## src/tla_pkg.sv

```systemverilog
// temperature limit alarm: shared constants and carrier types
// assumes a register access port driven by a serial slave engine on mclk
package tla_pkg;

  // ----------------------------------------------------------------
  // register map
  // ----------------------------------------------------------------
  localparam logic [7:0] TLA_ADDR_TEMP_MSB = 8'h00;
  localparam logic [7:0] TLA_ADDR_TEMP_LSB = 8'h01;
  localparam logic [7:0] TLA_ADDR_STATUS = 8'h02;
  localparam logic [7:0] TLA_ADDR_CONFIG = 8'h03;
  localparam logic [7:0] TLA_ADDR_UPPER_MSB = 8'h04;
  localparam logic [7:0] TLA_ADDR_UPPER_LSB = 8'h05;
  localparam logic [7:0] TLA_ADDR_LOWER_MSB = 8'h06;
  localparam logic [7:0] TLA_ADDR_LOWER_LSB = 8'h07;
  localparam logic [7:0] TLA_ADDR_CRIT_MSB = 8'h08;
  localparam logic [7:0] TLA_ADDR_CRIT_LSB = 8'h09;
  localparam logic [7:0] TLA_ADDR_HYST = 8'h0a;
  localparam logic [7:0] TLA_ADDR_IDENT = 8'h0b;

  // ----------------------------------------------------------------
  // configuration fields
  // ----------------------------------------------------------------
  localparam int TLA_CFG_MODE_BIT = 4;
  localparam int TLA_CFG_POL_BIT = 3;
  localparam int TLA_CFG_SHDN_LO = 5;
  localparam logic [1:0] TLA_SHDN_CODE = 2'h3;

  // ----------------------------------------------------------------
  // reset values
  // ----------------------------------------------------------------
  localparam logic [7:0] TLA_CONFIG_RST = 8'h00;
  localparam logic [15:0] TLA_UPPER_RST = 16'h2000;
  localparam logic [15:0] TLA_LOWER_RST = 16'h0500;
  localparam logic [15:0] TLA_CRIT_RST = 16'h4980;
  localparam logic [7:0] TLA_HYST_RST = 8'h05;
  // arbitrary identity value
  localparam logic [7:0] TLA_IDENT_VAL = 8'h5a;

  // ----------------------------------------------------------------
  // carriers
  // ----------------------------------------------------------------
  typedef struct packed {
    logic wr;
    logic rd;
    logic [7:0] addr;
    logic [7:0] wdata;
  } tla_req_s;

  typedef struct packed {
    logic valid;
    logic [15:0] value;
  } tla_sample_s;

endpackage : tla_pkg
```

## src/tla_alarm.sv

```systemverilog
// temperature limit alarm: registers, limit compare, alarm pin
// assumes a serial slave engine on mclk presents byte requests and
// a converter delivers one-cycle sample strobes on mclk
//
// How it works
// - comparator or interrupt; interrupt after reset
// - alarm when above upper or below lower
// - comparator releases below upper minus hysteresis, above lower plus hysteresis
// - comparator keeps alarm through shutdown
// - interrupt mode: any read clears alarm, except in a cycle where a violating sample arrives
// - interrupt re-arms only on new violation
// - interrupt mode: shutdown clears alarm
// - alarm polarity selectable in every mode
// - continuous conversion from reset, no command
// - fixed identity at location 0x0b
// - configuration and limits at fixed locations
// - temperature readable as 16-bit value
// - two-byte read advances pointer msb to lsb
`timescale 1ns/10ps
module tla_alarm (
  input wire logic mclk,
  input wire logic rst,
  input tla_pkg::tla_req_s req,
  output logic [7:0] rdata,
  output logic rvalid,
  input tla_pkg::tla_sample_s sample,
  output logic convert_run,
  output logic alarm_out,
  output logic alarm_oe,
  output logic shutdown
);

  // ----------------------------------------------------------------
  // register file
  // ----------------------------------------------------------------
  logic [7:0] config_reg, config_next;
  logic [15:0] upper_reg, upper_next;
  logic [15:0] lower_reg, lower_next;
  logic [15:0] crit_reg, crit_next;
  logic [7:0] hyst_reg, hyst_next;
  logic [15:0] temp_reg;
  logic [7:0] temp_lsb_reg;
  logic [7:0] rdata_reg, rdata_next;
  logic rvalid_reg;
  logic [1:0] flags_reg;

  wire wr_en = req.wr;
  wire rd_en = req.rd;
  wire [7:0] wa = req.addr;
  wire [7:0] wd = req.wdata;

  assign config_next = (wr_en && wa == tla_pkg::TLA_ADDR_CONFIG) ? wd : config_reg;
  assign upper_next = {(wr_en && wa == tla_pkg::TLA_ADDR_UPPER_MSB) ? wd : upper_reg[15:8],
                       (wr_en && wa == tla_pkg::TLA_ADDR_UPPER_LSB) ? wd : upper_reg[7:0]};
  assign lower_next = {(wr_en && wa == tla_pkg::TLA_ADDR_LOWER_MSB) ? wd : lower_reg[15:8],
                       (wr_en && wa == tla_pkg::TLA_ADDR_LOWER_LSB) ? wd : lower_reg[7:0]};
  assign crit_next = {(wr_en && wa == tla_pkg::TLA_ADDR_CRIT_MSB) ? wd : crit_reg[15:8],
                      (wr_en && wa == tla_pkg::TLA_ADDR_CRIT_LSB) ? wd : crit_reg[7:0]};
  assign hyst_next = (wr_en && wa == tla_pkg::TLA_ADDR_HYST) ? {4'h0, wd[3:0]} : hyst_reg;

  // msb read snapshots the lsb so a later sample cannot tear the pair
  wire rd_temp_msb = rd_en && wa == tla_pkg::TLA_ADDR_TEMP_MSB;

  always_comb begin
    unique case (wa)
      tla_pkg::TLA_ADDR_TEMP_MSB: rdata_next = temp_reg[15:8];
      tla_pkg::TLA_ADDR_TEMP_LSB: rdata_next = temp_lsb_reg;
      tla_pkg::TLA_ADDR_STATUS: rdata_next = {6'h00, flags_reg};
      tla_pkg::TLA_ADDR_CONFIG: rdata_next = config_reg;
      tla_pkg::TLA_ADDR_UPPER_MSB: rdata_next = upper_reg[15:8];
      tla_pkg::TLA_ADDR_UPPER_LSB: rdata_next = upper_reg[7:0];
      tla_pkg::TLA_ADDR_LOWER_MSB: rdata_next = lower_reg[15:8];
      tla_pkg::TLA_ADDR_LOWER_LSB: rdata_next = lower_reg[7:0];
      tla_pkg::TLA_ADDR_CRIT_MSB: rdata_next = crit_reg[15:8];
      tla_pkg::TLA_ADDR_CRIT_LSB: rdata_next = crit_reg[7:0];
      tla_pkg::TLA_ADDR_HYST: rdata_next = hyst_reg;
      tla_pkg::TLA_ADDR_IDENT: rdata_next = tla_pkg::TLA_IDENT_VAL;
      default: rdata_next = 8'h00;
    endcase
  end

  always_ff @(posedge mclk or posedge rst) begin
    if (rst) begin
      config_reg <= tla_pkg::TLA_CONFIG_RST;
      upper_reg <= tla_pkg::TLA_UPPER_RST;
      lower_reg <= tla_pkg::TLA_LOWER_RST;
      crit_reg <= tla_pkg::TLA_CRIT_RST;
      hyst_reg <= tla_pkg::TLA_HYST_RST;
      rdata_reg <= 8'h00;
      rvalid_reg <= 1'b0;
      temp_lsb_reg <= 8'h00;
    end else begin
      config_reg <= config_next;
      upper_reg <= upper_next;
      lower_reg <= lower_next;
      crit_reg <= crit_next;
      hyst_reg <= hyst_next;
      rdata_reg <= rd_en ? rdata_next : rdata_reg;
      rvalid_reg <= rd_en;
      if (rd_temp_msb) begin
        temp_lsb_reg <= temp_reg[7:0];
      end
    end
  end

  assign rdata = rdata_reg;
  assign rvalid = rvalid_reg;

  // ----------------------------------------------------------------
  // address pointer: two-byte read steps msb to lsb
  // ----------------------------------------------------------------
  // the serial engine keeps and steps its pointer; this side only
  // snapshots the lsb on an msb read so the pair stays coherent

  // ----------------------------------------------------------------
  // conversion and comparison
  // ----------------------------------------------------------------
  wire mode_cmp = config_reg[tla_pkg::TLA_CFG_MODE_BIT];
  wire pol_high = config_reg[tla_pkg::TLA_CFG_POL_BIT];
  assign shutdown = config_reg[tla_pkg::TLA_CFG_SHDN_LO +: 2] == tla_pkg::TLA_SHDN_CODE;
  assign convert_run = !shutdown;

  wire signed [15:0] t = sample.value;
  wire signed [15:0] hi = upper_reg;
  wire signed [15:0] lo = lower_reg;
  // hysteresis in whole degrees, 1/128 degree lsb
  wire signed [16:0] hmag = {2'b00, hyst_reg[3:0], 7'h00, 4'h0} >>> 4;
  wire signed [16:0] hi_rel = 17'(hi) - hmag;
  wire signed [16:0] lo_rel = 17'(lo) + hmag;
  wire over = t > hi;
  wire under = t < lo;
  wire new_sample = sample.valid && !shutdown;

  logic active_reg, active_next;
  logic cmp_hi_reg, cmp_lo_reg;
  logic [1:0] flags_next;

  always_comb begin
    active_next = active_reg;
    flags_next = flags_reg;
    if (mode_cmp) begin
      if (new_sample) begin
        flags_next = {over || (cmp_hi_reg && 17'(t) >= hi_rel),
                      under || (cmp_lo_reg && 17'(t) <= lo_rel)};
        active_next = flags_next[1] || flags_next[0];
      end
      // shutdown leaves the comparator state alone
    end else begin
      if (rd_en) begin
        active_next = 1'b0;
      end
      if (new_sample && (over || under)) begin
        active_next = 1'b1;
        flags_next = {over, under};
      end
      if (shutdown) begin
        active_next = 1'b0;
      end
    end
  end

  always_ff @(posedge mclk or posedge rst) begin
    if (rst) begin
      active_reg <= 1'b0;
      flags_reg <= 2'h0;
      cmp_hi_reg <= 1'b0;
      cmp_lo_reg <= 1'b0;
      temp_reg <= 16'h0000;
    end else begin
      active_reg <= active_next;
      flags_reg <= flags_next;
      cmp_hi_reg <= mode_cmp ? flags_next[1] : 1'b0;
      cmp_lo_reg <= mode_cmp ? flags_next[0] : 1'b0;
      if (new_sample) begin
        temp_reg <= sample.value;
      end
    end
  end

  // ----------------------------------------------------------------
  // open-drain pin
  // ----------------------------------------------------------------
  // pin low when driven; active-high polarity drives while inactive
  assign alarm_out = 1'b0;
  assign alarm_oe = pol_high ? !active_reg : active_reg;

endmodule : tla_alarm

```

## config.mk

```make
export PLATFORM = sky130hd
export DESIGN_NAME = tla_alarm
export DESIGN_NICKNAME = d
export VERILOG_FILES = /design/src/tla_pkg.sv /design/src/tla_alarm.sv
export SDC_FILE = /design/constraint.sdc
export NUM_CORES = 1
export LEC_CHECK = 0
export BUFFER_PORTS_ARGS = -buffer_cell sky130_fd_sc_hd__buf_2
export CORE_UTILIZATION = 30
export DETAILED_ROUTE_END_ITERATION = 12
export PLACE_DENSITY_LB_ADDON = 0.05
export SYNTH_ARGS = -nofsm -noshare
export SYNTH_HDL_FRONTEND = slang
export SYNTH_SLANG_ARGS = --single-unit
```

## constraint.sdc

```tcl
create_clock -name mclk -period 7.4 [get_ports mclk]
set_input_delay 0.37 -clock mclk [delete_from_list [all_inputs] [get_ports mclk]]
set_output_delay 0.37 -clock mclk [all_outputs]
set_load 0.05 [all_outputs]
```

== Yosys cells after proc, flatten, opt, wreduce, memory -nomap -nowiden ==
Index checks and enable logic that the tools add are counted.
Word-level totals
  register bits after elaboration: 98
  input port bits: 37
  output and inout port bits: 13
  logic and storage cells: 69
Cells by class
  add/sub/neg operators: 2
  $lt $le $gt $ge: 4
  eq/ne operators: 13
  muxes and demuxes: 12
  reduce and logical (&&, ||, !) cells: 22
Operators with widths (number)
  $pmux W8 S12: 1
  $eq A8 B3 Y1 const B: 4
  $eq A8 B4 Y1 const B: 4
  $add A16 B12 Y17: 1
  $ge A16 B17 Y1: 1
  $le A16 B17 Y1: 1
  $sub A16 B12 Y17: 1
  $eq A8 B2 Y1 const B: 2
  $gt A16 B16 Y1: 1
  $lt A16 B16 Y1: 1
  $logic_and A1 B1 Y1: 13
  $eq A8 B1 Y1 const B: 1
  $logic_not A8 Y1: 1
  $mux W1: 8
  $mux W2: 3
  $logic_or A1 B1 Y1: 4
  $reduce_bool A4 Y1: 1
  $eq A2 B2 Y1 const B: 1
  $logic_not A1 Y1: 2
  $ne A2 B1 Y1 const B: 1
  $reduce_and A2 Y1: 1

== Depth between registers and ports, before layout ==
Gate-level depths: netlist (run 1).
  word-level depth: 7
  gate-level depth with buffers: 17
  gate-level depth less buffers: 17

== Least setup slack after synthesis (run 1) ==
OpenSTA, ideal clock, no wires.
  path type: flip-flop to flip-flop
  from: register hyst_reg[1]
  to: register active_reg
  arrival time: 3.320 ns
  data required time: 7.263 ns
  setup slack: 3.942 ns
  stages on the path, launching flop included: 15
  path buffers: 0
  period minus slack after synthesis: 3.458 ns
  cell sequence: dfrtp_1 > inv_1 > ha_1 > a21o_1 > a21o_1 > a211oi_1 > a21oi_1 > ha_1 > or3b_1 > o221a_2 > o21ai_0 > o21ai_1 > or2_2 > o41ai_2 > a211oi_2
Between the ends
  cells in the longest elaborated chain, start to end: 7
RTL lines
  start: declaration: RTL line tla_alarm.sv:40  | logic [7:0] hyst_reg, hyst_next;
  start signal: assignment: RTL line tla_alarm.sv:88  | hyst_reg <= tla_pkg::TLA_HYST_RST;
  start signal: assignment: RTL line tla_alarm.sv:97  | hyst_reg <= hyst_next;
  $sub A16 B12 Y17 or $add A16 B12 Y17 (tied branches): RTL line tla_alarm.sv:128, tla_alarm.sv:129
  $ge A16 B17 Y1 or $le A16 B17 Y1 (tied branches): RTL line tla_alarm.sv:143, tla_alarm.sv:144
  $logic_and A1 B1 Y1, on equally long branches: RTL line tla_alarm.sv:143, tla_alarm.sv:144
  $logic_or A1 B1 Y1, on equally long branches: RTL line tla_alarm.sv:143, tla_alarm.sv:144
  $logic_or A1 B1 Y1 (*): RTL line tla_alarm.sv:145  | active_next = flags_next[1] || flags_next[0];
  $mux W1 (*): RTL line tla_alarm.sv:142  | if (new_sample) begin
  $mux W1 (*): RTL line tla_alarm.sv:141  | if (mode_cmp) begin
  end signal: assignment: RTL line tla_alarm.sv:170  | active_reg <= active_next;
  end: declaration: RTL line tla_alarm.sv:134  | logic active_reg, active_next;
Every way passes the cells marked *; elsewhere a longest branch is shown, timed or not. The select of a mux whose other input is x is not followed.
A chain may end at the register's enable or synchronous reset.

== Worst setup path in the final report (run 1) ==
Ends and elaborated chain as after synthesis.

==> results.json, run 1 <==
{
  "outcome": "finished clean",
  "synth_edf_count": 0,
  "wl_per_cell_um": 22.8,
  "peakVddDrop_mv": 0.109,
  "fin_cells": 935,
  "dp.final_hpwl_um": 16400,
  "cts.sinks": 98,
  "drtAntennaViolNets": 0,
  "grt_overflow_total": 0,
  "worst-setup-path-type": "flop to flop",
  "cts_hold_buf": 0,
  "clkLatencyLatePin_ns": 0.36,
  "yosysTopAreaCell": "dfrtp_1",
  "vias": 4931,
  "dpl_cell_area_um2": 7070,
  "drc_errors": 0,
  "cp.required_ns": 7.63,
  "fin_util_pct": 34.7,
  "finalSetupTns_ns": 0,
  "gp_congestion": 0.818,
  "synthCells": 617,
  "die_x_um": 150,
  "path_cells": "inv_1 > ha_1 > a21o_1 > a21o_1 > a211oi_1 > a21oi_1 > ha_1 > or3b_1 > o221a_2 > o21ai_0 > o21ai_1 > or2_2 > o41ai_2 > a211oi_2",
  "synthesis.area_um2": 6600,
  "final_max_slew_viol_count": 0,
  "clock_skew_ns": 0.00971,
  "min_path_type": "input pin to async pin",
  "synth_common_cells": "dfrtp_1 (89), nand2_1 (81), ha_1 (60)",
  "grt_pass1_vias": 5016,
  "netlist_top_cells_area": "dfrtp_1 (34%), ha_1 (11%), mux2_4 (10%), nand2_1 (4.6%), dfstp_2 (3.6%)",
  "cp_data_arrival_time_ns": 4.06,
  "antenna_found_initial": 0,
  "dp_cells": 919,
  "ys_types": 77,
  "rr_startpoint": "hyst_reg[1]",
  "clk_transition_reported_paths_ns": 0.08,
  "area.growth.synth_to_final_pct": 12.0,
  "synth_top_area_share_pct": 33.7,
  "cts_root_buf": "clkbuf_16",
  "coreArea_um2": 21300,
  "grt_pass1_wl_um": 32300,
  "drv_cap": 0,
  "power_density_nw_per_um2": 189,
  "ys.warnings.count": 0,
  "synth_nets": 716,
  "cts_buffer_depth": 2,
  "slew_headroom_pct": 29.3,
  "tightest_slew_ns": 1.06,
  "drive_gt1_share_pct": 22.6,
  "crit_start": "hyst_reg[1]",
  "cpPeakStageDelay_ns": 0.54,
  "grtUsageTotal_pct": 20.1,
  "grt_start_max_net_pins": 61,
  "num_rows": 53,
  "nFillCells": 2146,
  "cts_resized": 0,
  "drt-vias-per-instance": 5.27,
  "die_h_um": 150,
  "synthArstFlopShare_pct": 100,
  "boundaryPins": 50,
  "synth-seq-cells": 98,
  "hold_violations": 0,
  "ys.flop_type": "dfrtp_1",
  "cts_buffers": 9,
  "grt_setup_unrepaired": "false",
  "cp_max_fo": 4,
  "cellLeakagePower_nw": 3.51,
  "start_kind": "flop",
  "finalSetupViolCount": 0,
  "initial_core_util_pct": 31.0,
  "firstDrtPassIters": 4,
  "drt_wl_total_um": 21300,
  "first_iter_violations": 225,
  "h-tree-depth": 3,
  "cp_slowest_cell": "a211oi_1",
  "ys_seq_area_share_pct": 37.3,
  "period_share_pct": 51.8,
  "io_buffers": 48,
  "design_area_um2": 7390,
  "place_ws_ns": 3.55,
  "path_buf_inv": 1,
  "critPathTopFamily": "compound AO/OA/AOI/OAI gates",
  "fin_ws_ns": 3.57,
  "endpoint_kind": "flop",
  "final_net_count": 754,
  "die-area_um2": 22600,
  "rrSetupSlack_ns": 3.57,
  "synth.most_common_cell": "dfrtp_1",
  "whs_ns": 0.0508,
  "antennaDiodeCount": 0,
  "cts_tree": "built",
  "avgSynthCellArea_um2": 10.7,
  "postCtsSetupRepairBufs": 0,
  "min_period_ns": 3.83,
  "total_power_mw": 1.40,
  "max_freq_mhz": 261
}
[cells by family after synthesis]
group	synth area share (%)
compound gates	12.7
xor+xnor	1.72
fa+ha+maj	12.0
buf+inv	4.89
flops	37.3
mux	17.8
other cells	0.0568
simple gates	13.6
[report_power, final]
group	total (mW)	internal, mW	switching [mW]
clock	0.538	0.310	0.229
sequential	0.597	0.568	0.0296
combinational	0.265	0.106	0.159
[cells in the final DEF (no fill, tap or decap), types with 5 or more instances in the layout]
cell | synthesis | routed
nor3_1 | 8 | 8
mux2i_1 | 15 | 15
nor2b_1 | 7 | 7
mux2_1 | 19 | 19
dfstp_2 | 9 | 9
ha_1 | 60 | 60
dfrtp_1 | 89 | 89
o22ai_1 | 11 | 11
nand3_1 | 11 | 11
o21ai_0 | 22 | 22
mux2_4 | 45 | 45
a21oi_1 | 29 | 29
inv_1 | 51 | 50
xnor2_1 | 11 | 11
clkbuf_16 | 0 | 9
nor2_1 | 13 | 13
o21ai_1 | 7 | 7
nand4_1 | 7 | 7
nand2_1 | 81 | 81
a211oi_1 | 5 | 5
a21o_1 | 11 | 11
buf_2 | 7 | 48
mux4_2 | 5 | 5
[cell type report]
| type | count | area [um2] | share of cell area (%) |
|---|---|---|---|
| multi-input cells | 446 | 3820 | 51.6 |
| clock buffers | 11 | 243 | 3.28 |
| repair buffers | 49 | 248 | 3.35 |
| inverters | 51 | 194 | 2.62 |
| flip-flops and latches | 98 | 2460 | 33.3 |
| clock inverters | 5 | 85.1 | 1.15 |
| well taps | 275 | 344 | 4.65 |
[metal layers]
metal / track usage [%] / part of all wire [%] / wire length, um
met1: 28.4 / 48 / 10300
met2: 31.9 / 47 / 10100
met3: 2.61 / 3.1 / 667
met4: 5.15 / 1.3 / 277
met5: 0 / 0 / 0
[final timing paths]
| path | to | depth (start not counted) |
|---|---|---|
| hold / removal | rdata[5] | 2 |
| min in group mclk | temp_reg[5] | 3 |
| setup reg to reg | active_reg | 14 |
| hold reg to reg | temp_reg[6] | 2 |
| max in group asynchronous | hi[14] | 3 |
| setup / recovery | active_reg | 14 |
[worst reg2reg max path, cell delays in order (launching register included)]
cell and delay (ns):
dfrtp_1 0.44, inv_1 0.12, ha_1 0.30, a21o_1 0.18
a21o_1 0.20, a211oi_1 0.54, a21oi_1 0.15, ha_1 0.32
or3b_1 0.36, o221a_2 0.27, o21ai_0 0.08, o21ai_1 0.10
or2_2 0.30, o41ai_2 0.24, a211oi_2 0.11
No activity file was read; power rests on OpenSTA's default activity.
==> run 2: changes to the inputs <==
Clock period 7.4 ns to 4 ns, I/O delays scaled along.
==> run 2 against run 1 <==
Clock power rose by 65%. Worst hold slack worse by 0.026 ns. First-iteration DRC count increased by 0.44%. Utilization about the same. Critical path depth fell by 1. Die area unchanged. Combinational power grew 85%. Largest cell class unchanged.
==> results.json, run 2 (synthesis gave the netlist of run 1 again) <==
{
  "min_path_type": "input pin to async pin",
  "postCtsSetupRepairBufs": 0,
  "cp_data_arrival_time_ns": 4.04,
  "rr_startpoint": "lo[7]",
  "area.growth.synth_to_final_pct": 11.8,
  "grtUsageTotal_pct": 19.7,
  "coreArea_um2": 21300,
  "outcome": "finished clean",
  "max_freq_mhz": 266,
  "place_ws_ns": 0.120,
  "grtUsageMet1_pct": 28.0,
  "antenna_found_initial": 0,
  "hold_violations": 0,
  "mostFrequentLayoutCells": "dfrtp_1 (89), nand2_1 (81), ha_1 (60)",
  "grt_overflow_total": 0,
  "io_buffers": 48,
  "worst-setup-path-type": "flop to flop",
  "cts_tree": "built",
  "power_density_nw_per_um2": 336,
  "nFillCells": 2162,
  "drc_errors": 0,
  "finalSetupViolCount": 0,
  "vias": 4897,
  "first_iter_violations": 226,
  "initial_core_util_pct": 31.0,
  "die-area_um2": 22600,
  "num_rows": 53,
  "final_common_cell": "dfrtp_1",
  "cts_root_buf": "clkbuf_16",
  "cts_buffers": 9,
  "met2_usage_pct": 30.6,
  "grt_start_max_net_pins": 69,
  "period_share_pct": 93.9,
  "drt-vias-per-instance": 5.22,
  "die_h_um": 150,
  "dpl_cell_area_um2": 7090,
  "cts_hold_buf": 0,
  "boundaryPins": 50,
  "tightest_slew_ns": 0.896,
  "grt.busiest_layer": "met2",
  "clock_skew_ns": 0.0134,
  "firstDrtPassIters": 4,
  "cp_max_fo": 4,
  "dp.final_hpwl_um": 16200,
  "peakVddDrop_mv": 0.189,
  "drv_cap": 0,
  "drive_gt1_share_pct": 23.1,
  "gp_congestion": 0.830,
  "cts_resized": 0,
  "grt_setup_unrepaired": "false",
  "design_area_um2": 7380,
  "cellLeakagePower_nw": 3.51,
  "h-tree-depth": 3,
  "final_max_slew_viol_count": 0,
  "fin_ws_ns": 0.243,
  "cts_buffer_depth": 2,
  "clkLatencyLatePin_ns": 0.36,
  "final_net_count": 757,
  "slew_headroom_pct": 40.3,
  "endpoint_kind": "flop",
  "cts.sinks": 98,
  "wl_per_cell_um": 22.4,
  "clk_transition_reported_paths_ns": 0.08,
  "grt_pass1_wl_um": 31700,
  "crit_start": "lo[7]",
  "finalSetupTns_ns": 0,
  "grt_pass1_vias": 4965,
  "min_period_ns": 3.76,
  "drt_wl_total_um": 21000,
  "die_x_um": 150,
  "met3_usage_pct": 3.52,
  "start_kind": "flop",
  "antennaDiodeCount": 0,
  "drtAntennaViolNets": 0,
  "cp.required_ns": 4.29
}
[run 2: where the power goes]
part | switching (mW) | leakage [nW] | internal (mW)
registers | 0.0539 | 1.27 | 1.05
logic | 0.292 | 2.10 | 0.198
clock network | 0.434 | 0.144 | 0.454
[run 2: metal layers]
layer  up-vias  wire (um)
met5         -          0
met4         0        274
met3        20        817
met2        89       9700
met1      2477      10200
li1       2311          -
[run 2: path summary, 6_finish.rpt]
path	endpoint	slack, ns	cells after the start
worst max-delay path	active_reg	0.24	13
worst min-delay path	rdata[5]	0.02	2
worst max register to register	active_reg	0.24	13
worst min register to register	temp_reg[3]	0.48	2
max in group asynchronous	config_reg[0]	3.01	3
min in group mclk	temp_reg[2]	0.11	3
[run 2: final cells by class]
cell class	instances	area, um2	share of cell area (%)
clock buffer	10	239	3.24
clock inverter	6	56.3	0.762
inverter	51	194	2.63
sequential	98	2460	33.4
multi-input combinational	446	3820	51.7
tap	275	344	4.66
timing repair buffer	52	270	3.66
[run 2: metrics by stage]
step                total power [mW]  hold WS (ns)  util, %  cells
floorplan                       1.44         0.231        -    617
global placement                1.61         0.447     33.3    922
detailed placement              1.62         0.458     33.3    922
CTS                             2.52        0.0692     34.7    938
global route                    2.61        0.0982     34.7    938
finish                          2.48        0.0249     34.7    938
[run 2: critical path: stages, from the launching register on]
cell	delay, ns
dfrtp_1	0.42
ha_1	0.23
fa_1	0.42
a21o_1	0.18
a21oi_1	0.29
nor3_1	0.11
xnor2_1	0.14
ha_1	0.32
nand3_1	0.10
or3_4	0.41
o41a_1	0.44
o22ai_2	0.25
o41ai_2	0.13
a211oi_2	0.25
